--- config.mk ---
export PLATFORM = sky130hd
export DESIGN_NAME = mgab_gpio
export DESIGN_NICKNAME = d
export VERILOG_FILES = /design/src/include/mgab_pkg.sv /design/src/core/mgab_buzzer.sv /design/src/core/mgab_gpio.sv
export VERILOG_INCLUDE_DIRS = /design/src /design/src/include
export SDC_FILE = /design/constraint.sdc
export NUM_CORES = 1
export LEC_CHECK = 0
export ABC_AREA = 1
export BUFFER_PORTS_ARGS = -buffer_cell sky130_fd_sc_hd__buf_2
export CAP_MARGIN = 30
export CORE_MARGIN = 8
export CORE_UTILIZATION = 35
export CTS_BUF_LIST = sky130_fd_sc_hd__clkbuf_4
export DETAILED_ROUTE_END_ITERATION = 10
export PLACE_DENSITY = 0.62
export SLEW_MARGIN = 20
export SYNTH_ARGS = -nofsm -noshare
export SYNTH_HDL_FRONTEND = slang
export SYNTH_SLANG_ARGS = --single-unit
--- constraint.sdc ---
create_clock -name ref_clk -period 3.95 [get_ports ref_clk]
set_input_delay 0.5925 -clock ref_clk [delete_from_list [all_inputs] [get_ports ref_clk]]
set_output_delay 0.5925 -clock ref_clk [all_outputs]
set_load 0.005 [all_outputs]
--- src/include/mgab_defines.svh ---
// offsets, field positions, widths, reset values and allowed modes for the gpio port
`ifndef MGAB_DEFINES_SVH
`define MGAB_DEFINES_SVH
`define MGAB_ADR_MODE      8'h00
`define MGAB_ADR_OUT       8'h04
`define MGAB_ADR_IN        8'h08
`define MGAB_ADR_ALARM     8'h0C
`define MGAB_ADR_BUZZ      8'h10
`define MGAB_ADR_CAM       8'h14
`define MGAB_ADR_IRQ_STAT  8'h18
`define MGAB_ADR_IRQ_EN    8'h1C
`define MGAB_ADR_IRQ_CLR   8'h20
`define MGAB_NPINS         7
`define MGAB_MODE_W        14
`define MGAB_MODE_RST      14'h0004
`define MGAB_OUT_RST       7'h7F
`define MGAB_HALF_W        16
`define MGAB_BUZZ_RST      16'h0000
`define MGAB_IRQ_W         3
`define MGAB_IRQ_ALARM     0
`define MGAB_IRQ_REJECT    1
`define MGAB_IRQ_INCHG     2
// per-pin allowed modes, bit0 input, bit1 output, bit2 alternate
`define MGAB_ALLOW_TBL     21'o7733321
`endif

--- src/include/mgab_pkg.sv ---
// types for the gpio port
package mgab_pkg;
    typedef enum logic [1:0] {
        MGAB_MODE_IN  = 2'h0,
        MGAB_MODE_OUT = 2'h1,
        MGAB_MODE_ALT = 2'h2,
        MGAB_MODE_RSV = 2'h3
    } mgab_mode_t;
    typedef struct packed {
        logic [6:0] dout;
        logic [6:0] oe;
    } mgab_pins_t;
    typedef struct packed {
        logic [7:0]  adr;
        logic        we;
        logic [31:0] dat;
    } mgab_req_t;
endpackage

--- src/core/mgab_buzzer.sv ---
// square wave generator for the buzzer alternate function
`timescale 1ns/1ps
`include "mgab_defines.svh"
module mgab_buzzer (
    input  wire logic        ref_clk,
    input  wire logic        rst_n,
    input  wire logic        clk_en,
    input  wire logic        enable,
    input  wire logic [15:0] half_period,
    output logic             wave
);
    logic [15:0] cnt_q;
    logic        wave_q;
    wire         at_end = (cnt_q >= half_period);
    // half_period zero means silent, so an idle pattern keeps the line low
    wire         run    = enable && (half_period != `MGAB_BUZZ_RST);

    // counter toggles the line each half period
    always_ff @(posedge ref_clk or negedge rst_n) begin
        if (!rst_n) begin
            cnt_q  <= 16'h0000;
            wave_q <= 1'b0;
        end else if (clk_en) begin
            if (!run) begin
                cnt_q  <= 16'h0000;
                wave_q <= 1'b0;
            end else if (at_end) begin
                cnt_q  <= 16'h0000;
                wave_q <= ~wave_q;
            end else begin
                cnt_q  <= cnt_q + 16'h0001;
            end
        end
    end
    assign wave = wave_q;
endmodule

--- src/core/mgab_gpio.sv ---
// seven pin gpio port with alarm and buzzer functions, wishbone registers
`timescale 1ns/1ps
`include "mgab_defines.svh"
module mgab_gpio (
    input  wire logic        ref_clk,
    input  wire logic        nrst,
    input  wire logic        clk_en,
    input  wire logic [7:0]  wb_adr_i,
    input  wire logic [31:0] wb_dat_i,
    output logic      [31:0] wb_dat_o,
    input  wire logic        wb_we_i,
    input  wire logic [3:0]  wb_sel_i,
    input  wire logic        wb_cyc_i,
    input  wire logic        wb_stb_i,
    output logic             wb_ack_o,
    output logic             wb_err_o,
    input  wire logic [6:0]  pin_in,
    output logic      [6:0]  pin_out,
    output logic      [6:0]  pin_oe,
    input  wire logic        alarm_event,
    input  wire logic        cam_variant,
    input  wire logic [6:0]  cam_out,
    input  wire logic [6:0]  cam_oe,
    output logic      [6:0]  cam_in,
    output logic             irq
);
    ////////////////////////////////////////////////////////////////////////
    // reset synchroniser
    logic rst_m_q;
    logic rst_n_q;
    always_ff @(posedge ref_clk or negedge nrst) begin
        if (!nrst) begin
            rst_m_q <= 1'b0;
            rst_n_q <= 1'b0;
        end else begin
            rst_m_q <= 1'b1;
            rst_n_q <= rst_m_q;
        end
    end

    ////////////////////////////////////////////////////////////////////////
    // bus decode
    mgab_pkg::mgab_req_t req;
    logic                ack_q;
    logic                err_q;
    logic [31:0]         rdat_q;
    assign req.adr = wb_adr_i;
    assign req.we  = wb_we_i;
    assign req.dat = wb_dat_i;

    wire acc     = wb_cyc_i && wb_stb_i && !ack_q && !err_q;
    wire wr      = acc && req.we && wb_sel_i[0];
    wire hit_mode = (req.adr == `MGAB_ADR_MODE);
    wire hit_out  = (req.adr == `MGAB_ADR_OUT);
    wire hit_in   = (req.adr == `MGAB_ADR_IN);
    wire hit_alm  = (req.adr == `MGAB_ADR_ALARM);
    wire hit_buz  = (req.adr == `MGAB_ADR_BUZZ);
    wire hit_cam  = (req.adr == `MGAB_ADR_CAM);
    wire hit_ist  = (req.adr == `MGAB_ADR_IRQ_STAT);
    wire hit_ien  = (req.adr == `MGAB_ADR_IRQ_EN);
    wire hit_icl  = (req.adr == `MGAB_ADR_IRQ_CLR);
    wire mapped   = hit_mode | hit_out | hit_in | hit_alm | hit_buz
                  | hit_cam | hit_ist | hit_ien | hit_icl;
    // mode register spans two byte lanes, so both must be enabled
    wire wr_mode  = wr && hit_mode && wb_sel_i[1];
    wire wr_out   = wr && hit_out;
    wire wr_alm   = wr && hit_alm;
    wire wr_buz   = wr && hit_buz && wb_sel_i[1];
    wire wr_cam   = wr && hit_cam;
    wire wr_ien   = wr && hit_ien;
    wire wr_icl   = wr && hit_icl;

    ////////////////////////////////////////////////////////////////////////
    // per-pin mode filter
    logic [13:0] mode_q;
    logic [13:0] mode_d;
    logic [6:0]  reject;
    logic [20:0] allow;
    assign allow = 21'(`MGAB_ALLOW_TBL);

    genvar gi;
    generate
        for (gi = 0; gi < `MGAB_NPINS; gi++) begin : g_mode
            wire [1:0] req_m = req.dat[2*gi +: 2];
            // code 3 is never legal, other codes checked against the table
            wire       ok    = (req_m != 2'(mgab_pkg::MGAB_MODE_RSV))
                             && allow[3*gi + int'(req_m)];
            assign reject[gi] = wr_mode && !ok;
            assign mode_d[2*gi +: 2] = (wr_mode && ok) ? req_m
                                     : mode_q[2*gi +: 2];
        end
    endgenerate

    ////////////////////////////////////////////////////////////////////////
    // registers
    logic [6:0]  out_q;
    logic [6:0]  in_q;
    logic [6:0]  in_prev_q;
    logic        alarm_q;
    logic [15:0] buz_q;
    logic        cam_q;
    logic [2:0]  ist_q;
    logic [2:0]  ien_q;

    // reset state: pins are inputs, second pin is the only output pin
    always_ff @(posedge ref_clk or negedge rst_n_q) begin
        if (!rst_n_q) begin
            mode_q <= `MGAB_MODE_RST;
            out_q  <= `MGAB_OUT_RST;
            buz_q  <= `MGAB_BUZZ_RST;
            cam_q  <= 1'b0;
            ien_q  <= 3'h0;
        end else if (clk_en) begin
            mode_q <= mode_d;
            if (wr_out) out_q <= req.dat[6:0];
            if (wr_buz) buz_q <= req.dat[15:0];
            if (wr_cam) cam_q <= req.dat[0];
            if (wr_ien) ien_q <= req.dat[2:0];
        end
    end

    // pin samples feed the input register and change detect
    always_ff @(posedge ref_clk or negedge rst_n_q) begin
        if (!rst_n_q) begin
            in_q      <= 7'h00;
            in_prev_q <= 7'h00;
        end else if (clk_en) begin
            in_q      <= pin_in;
            in_prev_q <= in_q;
        end
    end

    // alarm latch: set wins over the clearing write
    wire alarm_clr = wr_alm && req.dat[0];
    always_ff @(posedge ref_clk or negedge rst_n_q) begin
        if (!rst_n_q) begin
            alarm_q <= 1'b0;
        end else if (clk_en) begin
            if (alarm_event) alarm_q <= 1'b1;
            else if (alarm_clr) alarm_q <= 1'b0;
        end
    end

    ////////////////////////////////////////////////////////////////////////
    // pin drive
    wire buzz_wave;
    mgab_buzzer u_buzz (
        .ref_clk     (ref_clk),
        .rst_n       (rst_n_q),
        .clk_en      (clk_en),
        .enable      (mode_q[13:12] == 2'(mgab_pkg::MGAB_MODE_ALT)),
        .half_period (buz_q),
        .wave        (buzz_wave)
    );

    mgab_pkg::mgab_pins_t drv;
    logic [6:0] in_mask;
    generate
        for (gi = 0; gi < `MGAB_NPINS; gi++) begin : g_pin
            wire [1:0] m     = mode_q[2*gi +: 2];
            wire       is_o  = (m == 2'(mgab_pkg::MGAB_MODE_OUT));
            wire       is_a  = (m == 2'(mgab_pkg::MGAB_MODE_ALT));
            wire       alt_v = (gi == 5) ? alarm_q
                             : (gi == 6) ? buzz_wave
                             : 1'b0;
            if (gi == 1) begin : g_oc
                // open collector: drive only the low level
                assign drv.dout[gi] = 1'b0;
                assign drv.oe[gi]   = is_o && !out_q[gi];
            end else begin : g_pp
                // push-pull, alternate value overrides user level
                assign drv.dout[gi] = is_a ? alt_v : out_q[gi];
                assign drv.oe[gi]   = is_o || is_a;
            end
            assign in_mask[gi] = (m == 2'(mgab_pkg::MGAB_MODE_IN));
        end
    endgenerate

    // camera takes pins two to seven when the variant has it enabled
    wire       cam_on   = cam_variant && cam_q;
    wire [6:0] cam_mask = cam_on ? 7'h7E : 7'h00;
    assign pin_out = (drv.dout & ~cam_mask) | (cam_out & cam_mask);
    assign pin_oe  = (drv.oe & ~cam_mask) | (cam_oe & cam_mask);
    assign cam_in  = pin_in & cam_mask;

    ////////////////////////////////////////////////////////////////////////
    // interrupts
    wire [2:0] ev;
    assign ev[`MGAB_IRQ_ALARM]  = alarm_event && !alarm_q;
    assign ev[`MGAB_IRQ_REJECT] = |reject;
    assign ev[`MGAB_IRQ_INCHG]  = |((in_q ^ in_prev_q) & in_mask);
    wire [2:0] icl = wr_icl ? req.dat[2:0] : 3'h0;
    always_ff @(posedge ref_clk or negedge rst_n_q) begin
        if (!rst_n_q) begin
            ist_q <= 3'h0;
        end else if (clk_en) begin
            ist_q <= ev | (ist_q & ~icl); // set wins over clear
        end
    end
    assign irq = |(ist_q & ien_q);

    ////////////////////////////////////////////////////////////////////////
    // read mux and ack
    // output pins report the set level, never the pin
    wire [6:0] pin_rd = (in_q & in_mask) | (out_q & ~in_mask);
    wire [31:0] rd_mux =
          hit_mode ? {18'h0, mode_q}
        : hit_out  ? {25'h0, out_q}
        : hit_in   ? {25'h0, pin_rd}
        : hit_alm  ? {31'h0, alarm_q}
        : hit_buz  ? {16'h0, buz_q}
        : hit_cam  ? {31'h0, cam_on}
        : hit_ist  ? {29'h0, ist_q}
        : hit_ien  ? {29'h0, ien_q}
        : 32'h0000_0000;
    always_ff @(posedge ref_clk or negedge rst_n_q) begin
        if (!rst_n_q) begin
            ack_q  <= 1'b0;
            err_q  <= 1'b0;
            rdat_q <= 32'h0000_0000;
        end else if (clk_en) begin
            ack_q  <= acc && mapped;
            err_q  <= acc && !mapped;
            rdat_q <= rd_mux;
        end
    end
    assign wb_ack_o = ack_q;
    assign wb_err_o = err_q;
    assign wb_dat_o = rdat_q;

    ////////////////////////////////////////////////////////////////////////
    // assertions
    // mode limits per pin, refusals leave the field alone
    input_only_pin_a: assert property (
        @(posedge ref_clk) disable iff (!rst_n_q)
        mode_q[1:0] == 2'h0)
        else $error("first pin left input mode");
    out_only_pin_a: assert property (
        @(posedge ref_clk) disable iff (!rst_n_q)
        mode_q[3:2] == 2'h1)
        else $error("second pin left output mode");
    no_alt_mid_a: assert property (
        @(posedge ref_clk) disable iff (!rst_n_q)
        mode_q[9:4] != 6'h2A && mode_q[5:4] != 2'h2 && mode_q[7:6] != 2'h2
        && mode_q[9:8] != 2'h2)
        else $error("alt on pins 3-5");
    no_rsv_mode_a: assert property (
        @(posedge ref_clk) disable iff (!rst_n_q)
        mode_q[11:10] != 2'h3 && mode_q[13:12] != 2'h3)
        else $error("reserved mode stored");
    refuse_keeps_a: assert property (
        @(posedge ref_clk) disable iff (!rst_n_q)
        clk_en && wr_mode && reject[2] |=> $stable(mode_q[5:4]))
        else $error("refused mode changed");
    reject_flag_a: assert property (
        @(posedge ref_clk) disable iff (!rst_n_q)
        clk_en && |reject |=> ist_q[1])
        else $error("refusal not flagged");
    // pin drive per mode; camera ownership excluded where it takes over
    first_pin_free_a: assert property (
        @(posedge ref_clk) disable iff (!rst_n_q)
        !pin_oe[0])
        else $error("first pin driven");
    open_coll_high_a: assert property (
        @(posedge ref_clk) disable iff (!rst_n_q)
        pin_oe[1] && !cam_on |-> pin_out[1] == 1'b0)
        else $error("pin2 drove high");
    oc_pull_low_a: assert property (
        @(posedge ref_clk) disable iff (!rst_n_q)
        !cam_on && !out_q[1] |-> pin_oe[1])
        else $error("pin2 not pulled low");
    oc_release_a: assert property (
        @(posedge ref_clk) disable iff (!rst_n_q)
        !cam_on && out_q[1] |-> !pin_oe[1])
        else $error("pin2 not released");
    push_pull_a: assert property (
        @(posedge ref_clk) disable iff (!rst_n_q)
        mode_q[5:4] == 2'h1 && !cam_on |-> pin_oe[2] && pin_out[2] == out_q[2])
        else $error("output pin not driven");
    in_released_a: assert property (
        @(posedge ref_clk) disable iff (!rst_n_q)
        mode_q[5:4] == 2'h0 && !cam_on |-> !pin_oe[2])
        else $error("input pin driven");
    read_in_a: assert property (
        @(posedge ref_clk) disable iff (!rst_n_q)
        clk_en && acc && !req.we && hit_in && mode_q[1:0] == 2'h0
        |=> wb_dat_o[0] == $past(in_q[0]))
        else $error("input read bad");
    read_out_a: assert property (
        @(posedge ref_clk) disable iff (!rst_n_q)
        clk_en && acc && !req.we && hit_in && mode_q[7:6] == 2'h1
        |=> wb_dat_o[3] == $past(out_q[3]))
        else $error("read bad");
    alt_no_user_a: assert property (
        @(posedge ref_clk) disable iff (!rst_n_q)
        clk_en && wr_out && mode_q[11:10] == 2'h2 && !cam_on
        && !alarm_event |=> $stable(pin_out[5]))
        else $error("user write moved alarm pin");
    // alarm latch and buzzer line
    alarm_rise_a: assert property (
        @(posedge ref_clk) disable iff (!rst_n_q)
        clk_en && alarm_event |=> alarm_q)
        else $error("alarm not set");
    alarm_hold_a: assert property (
        @(posedge ref_clk) disable iff (!rst_n_q)
        clk_en && alarm_q && !alarm_clr |=> alarm_q)
        else $error("alarm fell early");
    alarm_clear_a: assert property (
        @(posedge ref_clk) disable iff (!rst_n_q)
        clk_en && alarm_clr && !alarm_event |=> !alarm_q)
        else $error("alarm not cleared");
    alarm_pin_a: assert property (
        @(posedge ref_clk) disable iff (!rst_n_q)
        mode_q[11:10] == 2'h2 && !cam_on |-> pin_oe[5] && pin_out[5] == alarm_q)
        else $error("alarm pin wrong");
    buzz_pin_a: assert property (
        @(posedge ref_clk) disable iff (!rst_n_q)
        mode_q[13:12] == 2'h2 && !cam_on |-> pin_oe[6] && pin_out[6] == buzz_wave)
        else $error("buzzer pin wrong");
    buzz_quiet_a: assert property (
        @(posedge ref_clk) disable iff (!rst_n_q)
        clk_en && mode_q[13:12] != 2'h2 |=> !buzz_wave)
        else $error("buzzer runs outside alt mode");
    // camera sharing
    cam_route_a: assert property (
        @(posedge ref_clk) disable iff (!rst_n_q)
        cam_on |-> pin_oe[6:1] == cam_oe[6:1]
        && pin_out[6:1] == cam_out[6:1])
        else $error("camera not routed");
    cam_blind_a: assert property (
        @(posedge ref_clk) disable iff (!rst_n_q)
        !cam_on |-> cam_in == 7'h00)
        else $error("camera sees pins while off");
endmodule

==> results_dict.tcl <==
set metrics [dict create \
    min_to "in_q[0]$_DFFE_PN0P_" \
    cts.sinks 96 \
    dieArea_um2 20960 \
    fmax_mhz 376.2 \
    placed_cell_area_um2 6396 \
    powerDensity_nw_per_um2 291.1 \
    worstMarginPinSlew_ps 688.0 \
    path_max_fanout 17 \
    start_kind "flip-flop" \
    p_total_mw 1.897 \
    via_per_inst 4.657 \
    ant_nets 0 \
    syn_area_um2 5806 \
    avgSynthCellArea_um2 7.772 \
    vias 4955 \
    cts_setup_buffers 0 \
    numCtsBuffers 9 \
    relSlewSlack 0.5413 \
    sequentialPowerShare 0.586 \
    yosysSeqAreaShare 0.4155 \
    critPathCaptureType "primary output" \
    clkTransAtPathRegs_ps 140 \
    avgRoutedWirePerCell_um 14.55 \
    critPathMaxStageDelay_ps 420 \
    final_cell_area_um2 6518 \
    synth_edf_count 0 \
    synth_cells 747 \
    hold_path.class "primary input to flip-flop" \
    drive_gt1_frac 0.1995 \
    holdPathStages 3 \
    r2r_end "u_buzz.cnt_q[5]$_DFFE_PN0P_" \
    area_growth_pct 12.26 \
    synth_top_cell_by_area "dfrtp_1" \
    cts_tree "yes" \
    start_util 0.3538 \
    antenna_found_initial 3 \
    path_cells "nand2_1 -> buf_4 -> inv_1 -> o41ai_1 -> buf_2" \
    r2r.worst_path.cells 9 \
    period_needed_ps 2658 \
    grt_pass1_vias 4685 \
    whs_ps 337.6 \
    p_switching_mw 0.5922 \
    portBuffers 91 \
    post_layout_nonfiller_instances 1064 \
    layout.nets 939 \
    skew_ps 20.59 \
    synthTopCellsByArea "dfrtp_1 (38%), nand2_1 (13%), inv_1 (6.9%), ha_1 (6.3%), nor2_1 (4.4%)" \
    clk_path_buf_depth 2 \
    clkPwrFrac 0.245 \
    wirelength_mm 15.48 \
    ioPinCount 129 \
    synth_top_area_frac 0.3793 \
    critPathTopFamily "buffers and inverters" \
    drt_iter0_drc 362 \
    root_buffer "clkbuf_4" \
    yosysWarnings 0 \
    grt_overflow 0 \
    status "complete, no violations" \
    dp_cells 1045 \
    crit_required_ps 3360 \
    hpwl_mm 12.04 \
    hold_viol_final 0 \
    gp_congestion 0.8184 \
    crit_type "flip-flop to primary output" \
    fill_cells 1716 \
    fp.dieW_um 144.8 \
    ys_ff_latch 96 \
    num_rows 47 \
    finalCritPeriodShare 0.6730 \
    reg2reg_slack_ps 1880 \
    grt_pass1_wl_mm 24.70 \
    slew_violations 0 \
    cts.htree.levels 3 \
    holdCritStartpoint "pin_in[0]" \
    ys_types 49 \
    switching_share 0.3122 \
    r2r-start "u_buzz.cnt_q[6]$_DFFE_PN0P_" \
    cp_slowest_cell "o41ai_1" \
    setup_tns_ps 0 \
    crit_buf_inv 3 \
    dieHeight_um 144.8 \
    drc 0 \
    grt_max_degree 51 \
    maxCapViolCount 0 \
    grt_usage 0.1533 \
    ys_async_sr_fraction 1.000 \
    rsz0062_at_grt "false" \
    combPwrFrac 0.169 \
    internal-power_mw 1.305 \
    firstDrtPassIters 5 \
    clock_latency_ps 470 \
    coreArea_um2 16410 \
    synth_top_flop_cell "dfrtp_1" \
    power_leakage_nw 3.444 \
    setup_viol 0 \
    crit_arrival_ps 2070 \
    vdd_drop_max_uv 124.5 \
]
logic make-up (layout without fill, tap and decap cells):
logic type	Yosys count	count (layout)	share of synthesized area
buf+inv	152	231	0.1196
mux	1	1	0.001940
simple gates	339	339	0.2672
fa+ha+maj	29	29	0.06250
flops	96	96	0.4155
other cells	2	20	0.001294
compound gates	118	118	0.1168
xor+xnor	10	10	0.01509
what timing repair did:
item,4_1_cts,5_1_grt
hold buffers,1,0
hold endpoints to repair,2,0
setup endpoints to repair,0,0
resized for setup,0,0
worst min-delay path, cell delays in order:
cell     delay [ps]
buf_2            80
nand2_1          40
o21ai_0          60
worst max-delay path by stage:
stage,from,to,slack (ps),depth (start not counted)
after floorplan,rst_n_q$_DFF_PN0_,alarm_q$_DFFE_PN0P_,1090,0
after global placement,cam_variant,pin_oe[1],1460,6
after detailed placement,cam_variant,pin_oe[1],1480,6
after CTS,cam_q$_DFFE_PN0P_,pin_oe[1],1240,5
after global routing,cam_q$_DFFE_PN0P_,pin_oe[1],1140,5
final,cam_q$_DFFE_PN0P_,pin_oe[1],1290,5
metrics by stage:
step | utilization | setup slack [ps]
CTS | 0.3969 | 1242
detailed placement | 0.3898 | 1484
global placement | 0.3898 | 1462
global route | 0.3971 | 1141
finish | 0.3972 | 1292
floorplan | - | 1092
routing by layer:
metal	wire length (um)	global-route usage	up-vias
li1	-	-	2524
met1	7189	0.2073	2277
met2	6942	0.2384	134
met3	1135	0.03543	16
met4	191	0.04600	4
met5	23	0	-
power groups by stage:
| stage | clock, mW | combinational [mW] | sequential (mW) |
|---|---|---|---|
| final | 0.465 | 0.321 | 1.11 |
| after global routing | 0.523 | 0.379 | 1.12 |
| after CTS | 0.481 | 0.326 | 1.11 |
| after detailed placement | 0 | 0.324 | 1.13 |
| after global placement | 0 | 0.316 | 1.13 |
| after floorplan | 0 | 0.235 | 1.11 |
layout by cell type (no fill, tap or decap), types with 2 or more instances in the layout:
| cell type | n |
|---|---|
| o31ai_1 | 4 |
| nor2_8 | 3 |
| nand2_2 | 3 |
| inv_1 | 107 |
| a21oi_1 | 36 |
| buf_2 | 91 |
| dfstp_2 | 8 |
| dfrtp_1 | 87 |
| buf_4 | 5 |
| clkbuf_4 | 11 |
| nand3_4 | 3 |
| nand2_1 | 199 |
| o21ai_0 | 31 |
| nand2_4 | 2 |
| diode_2 | 2 |
| o21a_1 | 3 |
| xnor2_1 | 2 |
| nand4_1 | 11 |
| nor3_1 | 3 |
| nor2_4 | 2 |
| o21ai_1 | 21 |
| nand3_2 | 3 |
| nor2_2 | 4 |
| nand3b_1 | 3 |
| conb_1 | 18 |
| o211ai_1 | 2 |
| xor2_1 | 8 |
| nand3_1 | 28 |
| nor3b_1 | 2 |
| a31oi_1 | 2 |
| clkinv_2 | 6 |
| ha_1 | 29 |
| inv_2 | 7 |
| o21ai_2 | 12 |
| o22ai_1 | 3 |
| nor2_1 | 68 |
cell usage after synthesis, types with 2 or more instances:
library cell	n
a21oi_1	36
a31oi_1	2
buf_2	4
buf_4	19
buf_6	5
clkbuf_1	5
clkinv_2	2
conb_1	2
dfrtp_1	88
dfstp_2	8
ha_1	29
inv_1	107
inv_2	7
nand2_1	199
nand2_2	3
nand2_4	2
nand3_1	28
nand3_2	3
nand3_4	3
nand3b_1	3
nand4_1	11
nor2_1	68
nor2_2	4
nor2_4	2
nor2_8	3
nor3_1	3
nor3b_1	2
o211ai_1	2
o21a_1	3
o21ai_0	31
o21ai_1	21
o21ai_2	12
o22ai_1	3
o31ai_1	4
xnor2_1	2
xor2_1	8
flip-flops by register name, summed over array words and instances (netlist names), 3 cells and up:
register      cells
ist_q             3
in_q              7
out_q             7
u_buzz.cnt_q     16
buz_q            16
wb_dat_o         16
mode_q           14
ien_q             3
in_prev_q         7
layout make-up:
type	instances	area (um^2)	share of cell area
antenna	2	5.005	0.0007679
clock buffer	11	82.58	0.01267
clock inverter	5	23.77	0.003648
inverter	118	452.9	0.06950
multi-input combinational	515	2759	0.4233
sequential	96	2416	0.3707
tap	220	275.3	0.04223
timing repair buffer	97	503.0	0.07717
(Power assumes the default switching activity.)
